===== config.mk =====
export PLATFORM = sky130hd
export DESIGN_NAME = tmctl_timer
export DESIGN_NICKNAME = d
export VERILOG_FILES = /design/src/tmctl_pkg.sv /design/src/tmctl_edge_sync.sv /design/src/tmctl_prescaler.sv /design/src/tmctl_timer.sv
export VERILOG_INCLUDE_DIRS = /design/src
export SDC_FILE = /design/constraint.sdc
export NUM_CORES = 1
export LEC_CHECK = 0
export BUFFER_PORTS_ARGS = -buffer_cell sky130_fd_sc_hd__buf_2
export CORE_ASPECT_RATIO = 1.2
export CORE_MARGIN = 2
export CORE_UTILIZATION = 54
export CTS_BUF_LIST = sky130_fd_sc_hd__clkbuf_2 sky130_fd_sc_hd__clkbuf_4 sky130_fd_sc_hd__clkbuf_8
export DETAILED_ROUTE_END_ITERATION = 10
export GPL_TIMING_DRIVEN = 1
export PLACE_DENSITY_LB_ADDON = 0.2
export SLEW_MARGIN = 20
export SYNTH_ARGS = -nofsm -noshare
export SYNTH_HDL_FRONTEND = slang
export SYNTH_SLANG_ARGS = --single-unit

===== constraint.sdc =====
create_clock -name pclk -period 4.2 [get_ports pclk]
set_clock_uncertainty 0.15 [all_clocks]
set_input_delay 0.84 -clock pclk [delete_from_list [all_inputs] [get_ports pclk]]
set_output_delay 0.84 -clock pclk [all_outputs]
set_load 0.01 [all_outputs]

===== src/tmctl_params.svh =====
// constants for the sixteen-bit timer control block
// Summary of operation
// - control fields at bits 7-6,5-4,3,2,0
// - source 11 counts capacitive sensing oscillator
// - source 10, oscillator off: pin rising edges
// - source 10, oscillator on: crystal input pin edges
// - source 01 counts every system clock
// - source 00 counts instruction clock, quarter rate
// - prescale 00/01/10/11 divides 1/2/4/8
// - oscillator enable bit turns crystal driver on
// - external source, sync bit 0: synchronized
// - external source, sync bit 1: unsynchronized
// - internal sources ignore the sync bit
// - on bit enables counting per prescaled tick
// - clearing on stops and clears gate
// - control bit 1 ignores writes, reads zero
`ifndef TMCTL_PARAMS_SVH
`define TMCTL_PARAMS_SVH

`define TMCTL_ADDR_W 12
`define TMCTL_IDX_COUNT_LOW 10'h00E
`define TMCTL_IDX_COUNT_HIGH 10'h00F
`define TMCTL_IDX_CONTROL 10'h010

`define TMCTL_BIT_SRC_HI 7
`define TMCTL_BIT_SRC_LO 6
`define TMCTL_BIT_PS_HI 5
`define TMCTL_BIT_PS_LO 4
`define TMCTL_BIT_OSC_EN 3
`define TMCTL_BIT_SYNC_N 2
`define TMCTL_BIT_ON 0

`define TMCTL_SRC_INSTR 2'h0
`define TMCTL_SRC_SYSTEM 2'h1
`define TMCTL_SRC_EXTERNAL 2'h2
`define TMCTL_SRC_CAP 2'h3

`define TMCTL_CTRL_RESET 8'h00
`define TMCTL_COUNT_RESET 16'h0000
`define TMCTL_COUNT_ONE 16'h0001
`define TMCTL_INSTR_DIV_LAST 2'h3
`define TMCTL_INSTR_DIV_STEP 2'h1
`define TMCTL_PS_RESET 3'h0
`define TMCTL_PS_STEP 3'h1
`define TMCTL_PS_LIMIT_1 3'h0
`define TMCTL_PS_LIMIT_2 3'h1
`define TMCTL_PS_LIMIT_4 3'h3
`define TMCTL_PS_LIMIT_8 3'h7
`define TMCTL_WORD_ZERO 32'h00000000

`endif


===== src/tmctl_pkg.sv =====
// types shared by the timer control block
package tmctl_pkg;

  typedef struct packed {
    logic [1:0] src_sel;
    logic [1:0] prescale_sel;
    logic osc_en;
    logic sync_n;
    logic spare;
    logic on;
  } tmctl_ctrl_t;

  typedef enum logic [1:0] {
    TMCTL_ST_IDLE = 2'b01,
    TMCTL_ST_ANSWER = 2'b10
  } tmctl_bus_state_t;

endpackage : tmctl_pkg


===== src/tmctl_edge_sync.sv =====
// rising-edge detector with optional two-stage synchronizer
`timescale 1ns/100ps
`include "tmctl_params.svh"
module tmctl_edge_sync (
  input wire logic pclk,
  input wire logic presetn,
  input wire logic raw_in,
  input wire logic bypass_sync,
  output logic rise
);
  logic sync_1;
  logic sync_2;
  logic sync_3;
  logic raw_d;

  always_ff @(posedge pclk or negedge presetn) begin
    if (!presetn) begin
      sync_1 <= 1'b0;
      sync_2 <= 1'b0;
      sync_3 <= 1'b0;
      raw_d <= 1'b0;
    end else begin
      sync_1 <= raw_in;
      sync_2 <= sync_1;
      sync_3 <= sync_2;
      raw_d <= raw_in;
    end
  end

  assign rise = bypass_sync ? (raw_in & ~raw_d) : (sync_2 & ~sync_3);
endmodule : tmctl_edge_sync


===== src/tmctl_prescaler.sv =====
// divides the selected count tick by 1, 2, 4 or 8
`timescale 1ns/100ps
`include "tmctl_params.svh"
module tmctl_prescaler (
  input wire logic pclk,
  input wire logic presetn,
  input wire logic clear,
  input wire logic tick_in,
  input wire logic [1:0] sel,
  output logic tick_out
);
  logic [2:0] cnt;
  logic [2:0] limit;

  always_comb begin
    case (sel)
      2'h0: limit = `TMCTL_PS_LIMIT_1;
      2'h1: limit = `TMCTL_PS_LIMIT_2;
      2'h2: limit = `TMCTL_PS_LIMIT_4;
      default: limit = `TMCTL_PS_LIMIT_8;
    endcase
  end

  assign tick_out = tick_in & (cnt >= limit);

  always_ff @(posedge pclk or negedge presetn) begin
    if (!presetn) begin
      cnt <= `TMCTL_PS_RESET;
    end else if (clear) begin
      cnt <= `TMCTL_PS_RESET;
    end else if (tick_out) begin
      cnt <= `TMCTL_PS_RESET;
    end else if (tick_in) begin
      cnt <= cnt + `TMCTL_PS_STEP;
    end
  end
endmodule : tmctl_prescaler


===== src/tmctl_timer.sv =====
// sixteen-bit timer with selectable source, prescaler and apb registers
//
// Design decision made here: register access over APB.
`timescale 1ns/100ps
`include "tmctl_params.svh"
module tmctl_timer (
  input wire logic pclk,
  input wire logic presetn,
  input wire logic psel,
  input wire logic penable,
  input wire logic pwrite,
  input wire logic [`TMCTL_ADDR_W-1:0] paddr,
  input wire logic [31:0] pwdata,
  output logic [31:0] prdata,
  output logic pready,
  output logic pslverr,
  input wire logic ext_count_clock_pin,
  input wire logic crystal_in_pin,
  input wire logic cap_sense_oscillator,
  output logic crystal_out_pin,
  output logic crystal_out_oe,
  output logic low_power_osc_enable,
  output logic counter_on,
  output logic gate_active,
  output logic [15:0] count_value,
  output logic count_tick
);
  tmctl_pkg::tmctl_ctrl_t ctrl;
  tmctl_pkg::tmctl_bus_state_t bus_state;
  tmctl_pkg::tmctl_bus_state_t next_bus_state;
  logic [15:0] count;
  logic gate_ff;
  logic [1:0] instr_div;
  logic instr_tick;
  logic cap_d;
  logic cap_rise;
  logic ext_raw;
  logic ext_rise;
  logic src_tick;
  logic ps_tick;
  logic hit_low;
  logic hit_high;
  logic hit_ctrl;
  logic mapped;
  logic wr_take;
  logic [31:0] rd_word;

  // address decode: word index times four
  assign hit_low = (paddr[1:0] == 2'h0) && (paddr[`TMCTL_ADDR_W-1:2] == `TMCTL_IDX_COUNT_LOW);
  assign hit_high = (paddr[1:0] == 2'h0) && (paddr[`TMCTL_ADDR_W-1:2] == `TMCTL_IDX_COUNT_HIGH);
  assign hit_ctrl = (paddr[1:0] == 2'h0) && (paddr[`TMCTL_ADDR_W-1:2] == `TMCTL_IDX_CONTROL);
  assign mapped = hit_low | hit_high | hit_ctrl;

  // write lands on the edge where pready is sampled high
  assign wr_take = psel & penable & pready & pwrite & mapped;

  // bus answer state machine: one wait cycle, then pready
  always_comb begin
    next_bus_state = bus_state;
    case (bus_state)
      tmctl_pkg::TMCTL_ST_IDLE: begin
        if (psel && penable) begin
          next_bus_state = tmctl_pkg::TMCTL_ST_ANSWER;
        end
      end
      tmctl_pkg::TMCTL_ST_ANSWER: begin
        next_bus_state = tmctl_pkg::TMCTL_ST_IDLE;
      end
      default: begin
        next_bus_state = tmctl_pkg::TMCTL_ST_IDLE;
      end
    endcase
  end

  always_ff @(posedge pclk or negedge presetn) begin
    if (!presetn) begin
      bus_state <= tmctl_pkg::TMCTL_ST_IDLE;
    end else begin
      bus_state <= next_bus_state;
    end
  end

  // read word assembly
  always_comb begin
    rd_word = `TMCTL_WORD_ZERO;
    if (hit_low) begin
      rd_word[7:0] = count[7:0];
    end else if (hit_high) begin
      rd_word[7:0] = count[15:8];
    end else if (hit_ctrl) begin
      rd_word[`TMCTL_BIT_SRC_HI:`TMCTL_BIT_SRC_LO] = ctrl.src_sel;
      rd_word[`TMCTL_BIT_PS_HI:`TMCTL_BIT_PS_LO] = ctrl.prescale_sel;
      rd_word[`TMCTL_BIT_OSC_EN] = ctrl.osc_en;
      rd_word[`TMCTL_BIT_SYNC_N] = ctrl.sync_n;
      rd_word[`TMCTL_BIT_ON] = ctrl.on;
    end
  end

  always_ff @(posedge pclk or negedge presetn) begin
    if (!presetn) begin
      pready <= 1'b0;
      pslverr <= 1'b0;
      prdata <= `TMCTL_WORD_ZERO;
    end else if (bus_state == tmctl_pkg::TMCTL_ST_IDLE && psel && penable) begin
      pready <= 1'b1;
      pslverr <= ~mapped;
      prdata <= pwrite ? `TMCTL_WORD_ZERO : rd_word;
    end else begin
      pready <= 1'b0;
      pslverr <= 1'b0;
      prdata <= `TMCTL_WORD_ZERO;
    end
  end

  // control register
  always_ff @(posedge pclk or negedge presetn) begin
    if (!presetn) begin
      ctrl <= `TMCTL_CTRL_RESET;
    end else if (wr_take && hit_ctrl) begin
      ctrl.src_sel <= pwdata[`TMCTL_BIT_SRC_HI:`TMCTL_BIT_SRC_LO];
      ctrl.prescale_sel <= pwdata[`TMCTL_BIT_PS_HI:`TMCTL_BIT_PS_LO];
      ctrl.osc_en <= pwdata[`TMCTL_BIT_OSC_EN];
      ctrl.sync_n <= pwdata[`TMCTL_BIT_SYNC_N];
      ctrl.spare <= 1'b0;
      ctrl.on <= pwdata[`TMCTL_BIT_ON];
    end
  end

  // instruction clock at a quarter of pclk
  always_ff @(posedge pclk or negedge presetn) begin
    if (!presetn) begin
      instr_div <= 2'h0;
    end else begin
      instr_div <= instr_div + `TMCTL_INSTR_DIV_STEP;
    end
  end
  assign instr_tick = (instr_div == `TMCTL_INSTR_DIV_LAST);

  // capacitive oscillator rising edge
  always_ff @(posedge pclk or negedge presetn) begin
    if (!presetn) begin
      cap_d <= 1'b0;
    end else begin
      cap_d <= cap_sense_oscillator;
    end
  end
  assign cap_rise = cap_sense_oscillator & ~cap_d;

  assign ext_raw = ctrl.osc_en ? crystal_in_pin : ext_count_clock_pin;

  tmctl_edge_sync u_ext_edge (
    .pclk(pclk),
    .presetn(presetn),
    .raw_in(ext_raw),
    .bypass_sync(ctrl.sync_n),
    .rise(ext_rise)
  );

  // source selection; sync bit only reaches the external path
  always_comb begin
    case (ctrl.src_sel)
      `TMCTL_SRC_INSTR: src_tick = instr_tick;
      `TMCTL_SRC_SYSTEM: src_tick = 1'b1;
      `TMCTL_SRC_EXTERNAL: src_tick = ext_rise;
      `TMCTL_SRC_CAP: src_tick = cap_rise;
      default: src_tick = 1'b0;
    endcase
  end

  tmctl_prescaler u_prescaler (
    .pclk(pclk),
    .presetn(presetn),
    .clear(~ctrl.on),
    .tick_in(src_tick),
    .sel(ctrl.prescale_sel),
    .tick_out(ps_tick)
  );

  // gate flip-flop follows the on bit
  always_ff @(posedge pclk or negedge presetn) begin
    if (!presetn) begin
      gate_ff <= 1'b0;
    end else begin
      gate_ff <= ctrl.on;
    end
  end

  // count register; a software byte write wins over the increment
  always_ff @(posedge pclk or negedge presetn) begin
    if (!presetn) begin
      count <= `TMCTL_COUNT_RESET;
    end else if (wr_take && hit_low) begin
      count[7:0] <= pwdata[7:0];
    end else if (wr_take && hit_high) begin
      count[15:8] <= pwdata[7:0];
    end else if (ctrl.on && gate_ff && ps_tick) begin
      count <= count + `TMCTL_COUNT_ONE;
    end
  end

  // registered status and oscillator outputs
  always_ff @(posedge pclk or negedge presetn) begin
    if (!presetn) begin
      count_tick <= 1'b0;
      crystal_out_pin <= 1'b0;
      crystal_out_oe <= 1'b0;
    end else begin
      count_tick <= ctrl.on & gate_ff & ps_tick;
      crystal_out_pin <= ctrl.osc_en & ~crystal_in_pin;
      crystal_out_oe <= ctrl.osc_en;
    end
  end

  assign low_power_osc_enable = ctrl.osc_en;
  assign counter_on = ctrl.on;
  assign gate_active = gate_ff;
  assign count_value = count;
endmodule : tmctl_timer


==> metrics.txt <==
status complete, no violations; Post-CTS Repair Setup Buffers 0; hold violation count in the final report 0; global-route wire length before repair 9290 um; Hold Path Depth 0; slowest cell on the critical path sky130_fd_sc_hd__o2111ai_2; number of H-tree levels 2; initial antenna violation count 0; vias in the first global route 1,848; Clock transition at path regs 0.09 ns; flip-flop and latch count after synthesis 48; vias after detailed routing 2,109; share of post-route cells with drive strength above 1 27.5%; basic-gate share of the synthesized area counting and, or, nand and nor cells 21.1%; clock insertion delay at the later pin of the skew report 0.30 ns; power density cells 275 nW/um^2; sequential area share after synthesis 46.2%; full die area 5400 sq um; reported max-cap violation count 0; largest stage delay on the critical path 0.62 ns; source of the worst hold timing path u_ext_edge.sync_1$_DFF_PN0_; cell taking the most area after synthesis sky130_fd_sc_hd__dfrtp_1; signal arrival time at the worst endpoint 3.03 ns; TritonCTS clock tree done; setup TNS 0 ns; list of most frequent post-synthesis cells sky130_fd_sc_hd__dfrtp_1 (47), sky130_fd_sc_hd__nor2_1 (25), sky130_fd_sc_hd__buf_4 (24); fraction of synthesized cell area taken by the top area cell type 45.1%; die width 67.4 um; TritonCTS buffer count 5; final non-filler cell total 374; count of different cell masters after synthesis 57; worst path setup slack after routing 1.20 ns; critical path fanouts, max 12; Post-Synthesis Cells 257; total global-route track usage 23.0%; fraction of synthesized area in multiplexers 4.61%; hold_buf cts 0; pins over their slew limit 0; Resize count post-CTS 0; CP startpoint kind input port; worst reg2reg setup slack 1.29 ns; DRT Pass-1 Iters 5; FP Rows 27; kind of capture point of the worst setup path register; worst supply voltage drop on vdd 0.216 mV; count leader, synth sky130_fd_sc_hd__dfrtp_1; layout net count 373; core footprint 4630 sq um; clk sinks 48; final weighted congestion of routability-driven global placement 0.903; antenna viol nets, final 0; first-iteration detailed-routing DRC count 132; Bufs on Longest Clock Path 2; terminating pin of the worst hold path u_ext_edge.sync_2$_DFF_PN0_; primary flip-flop cell chosen by synthesis mapping sky130_fd_sc_hd__dfrtp_1; antenna cell count 0; worst path required time 4.24 ns; EDFF count, synth 0; vias per cell 5.64; pre-CTS setup slack 0.941 ns; residual overflow from global routing 0; average size of a mapped cell 10.1 sq um; compound-gate portion of the synthesized area 11.8%; drc violations 0; adder-cell share of the synthesized area 2.88%; Yosys warning total 0; initial core utilization 56.3%; final wirelength 5770 um; combinational family with the most area after synthesis simple AND/OR/NAND/NOR gates; RSZ-0062 raised after global routing no; HPWL after DPL 4280 um; number of top-level pins 108; final count of negative-setup-slack endpoints 0; achievable frequency 0.334 GHz; async set-or-reset flop fraction in the synthesized netlist 100%; logic depth of the worst register-to-register path 7; capture point of the worst reg-to-reg path count_value[11]$_DFFE_PN0P_; Synth Area in XOR/XNOR 3.03%; normalized max-slew margin 52.4%; Hold/Removal Path Class register to register; Port-buffer cells 59; static leakage 0.00144 uW; post-synthesis instance area 2600 sq um; Area contributors post-synth sky130_fd_sc_hd__dfrtp_1 (45%), sky130_fd_sc_hd__buf_4 (6.9%), sky130_fd_sc_hd__nor2_1 (3.6%); synthesis-to-layout area growth 12.9%; routed length per instance 15.4 um; slew of the pin with the lowest slew margin 0.714 ns; final clock period utilization by the worst path 71.3%; clock root buffer master sky130_fd_sc_hd__clkbuf_8; critical path, cell by cell buf_2 -> mux2_2 -> o2bb2ai_1 -> o2111ai_2 -> clkinv_1 -> and3_1 -> o21ai_0 -> a21oi_1; Die Ht 80.1 um; largest net degree at the start of global routing 49; number of cells after detailed placement 366; critical path class input port to register; critical register-to-register path startpoint low_power_osc_enable$_DFFE_PN0P_; clock period minus worst slack 3.00 ns
[through the flow]
stage / cell area [sq um] / hold slack, ns / util (%) / total power, uW
after floorplan: 2690 / 0.197 / - / 512
after global placement: 2840 / 0.207 / 61.4 / 523
after detailed placement: 2840 / 0.205 / 61.4 / 524
after CTS: 2940 / 0.226 / 63.5 / 815
after global routing: 2940 / 0.240 / 63.6 / 840
final: 2940 / 0.223 / 63.6 / 809
[routing by layer]
| layer | routed length [um] | up-vias | track usage, % | part of all wire, % |
|---|---|---|---|---|
| met3 | 321 | 8 | 3.22 | 5.6 |
| met1 | 2470 | 1016 | 31.9 | 43 |
| met4 | 84 | 0 | 6.73 | 1.5 |
| met2 | 2900 | 89 | 37.4 | 50 |
| met5 | 0 | - | 0 | 0 |
| li1 | - | 996 | - | - |
[placed cells by master, fill, tap and decap left out, types with 7 or more instances in the layout]
| cell type | Yosys | layout |
|---|---|---|
| sky130_fd_sc_hd__a21oi_1 | 14 | 14 |
| sky130_fd_sc_hd__a222oi_1 | 7 | 7 |
| sky130_fd_sc_hd__buf_2 | 0 | 58 |
| sky130_fd_sc_hd__conb_1 | 1 | 24 |
| sky130_fd_sc_hd__dfrtp_1 | 47 | 47 |
| sky130_fd_sc_hd__inv_1 | 10 | 10 |
| sky130_fd_sc_hd__mux2_2 | 8 | 8 |
| sky130_fd_sc_hd__nand2_1 | 17 | 17 |
| sky130_fd_sc_hd__nand3_1 | 10 | 10 |
| sky130_fd_sc_hd__nor2_1 | 25 | 25 |
| sky130_fd_sc_hd__nor3_1 | 9 | 9 |
| sky130_fd_sc_hd__xnor2_1 | 8 | 8 |
[where the power goes]
part	switching, uW	internal, uW
Sequential	1.43	466
Clock	154	140
Combinational	32.9	13.7
[how the worst max path moves through the flow]
stage / startpoint / to / slack [ns] / cells past startpoint
after global routing: crystal_in_pin / count_value[11]$_DFFE_PN0P_ / 0.96 / 8
after CTS: crystal_in_pin / count_value[11]$_DFFE_PN0P_ / 1.27 / 8
after floorplan: paddr[7] / count_value[7]$_DFFE_PN0P_ / 1.56 / 7
after global placement: crystal_in_pin / count_value[2]$_DFFE_PN0P_ / 0.95 / 8
after detailed placement: crystal_in_pin / count_value[2]$_DFFE_PN0P_ / 0.94 / 8
final: crystal_in_pin / count_value[11]$_DFFE_PN0P_ / 1.20 / 8
[registers in the layout (all words and copies together), names as in the netlist, 2 cells and up]
name             cells
prdata               8
ctrl                 5
instr_div            2
u_prescaler.cnt      3
bus_state            2
count_value         16
[final cells by class]
cell class / count / area (sq um)
Fill cell: 412 / 1690
Multi-Input combinational cell: 189 / 1220
Sequential cell: 48 / 1200
Timing Repair Buffer: 60 / 305
Clock buffer: 7 / 90.1
Tap cell: 58 / 72.6
Inverter: 11 / 41.3
Clock inverter: 1 / 7.51
[worst max-delay path, delay by kind of cell]
family	cells	cell delay, ns
buffers and inverters	2	0.57
multiplexers	1	0.28
AO/OA/AOI/OAI	4	1.05
AND/OR/NAND/NOR	1	0.29
[cell families after synthesis]
family	Yosys count
other	1
adder cells (fa/ha/maj)	6
XOR/XNOR	9
multiplexers	11
AO/OA/AOI/OAI	43
flip-flops	48
buffers and inverters	43
AND/OR/NAND/NOR	96
(Power assumes the default switching activity.)
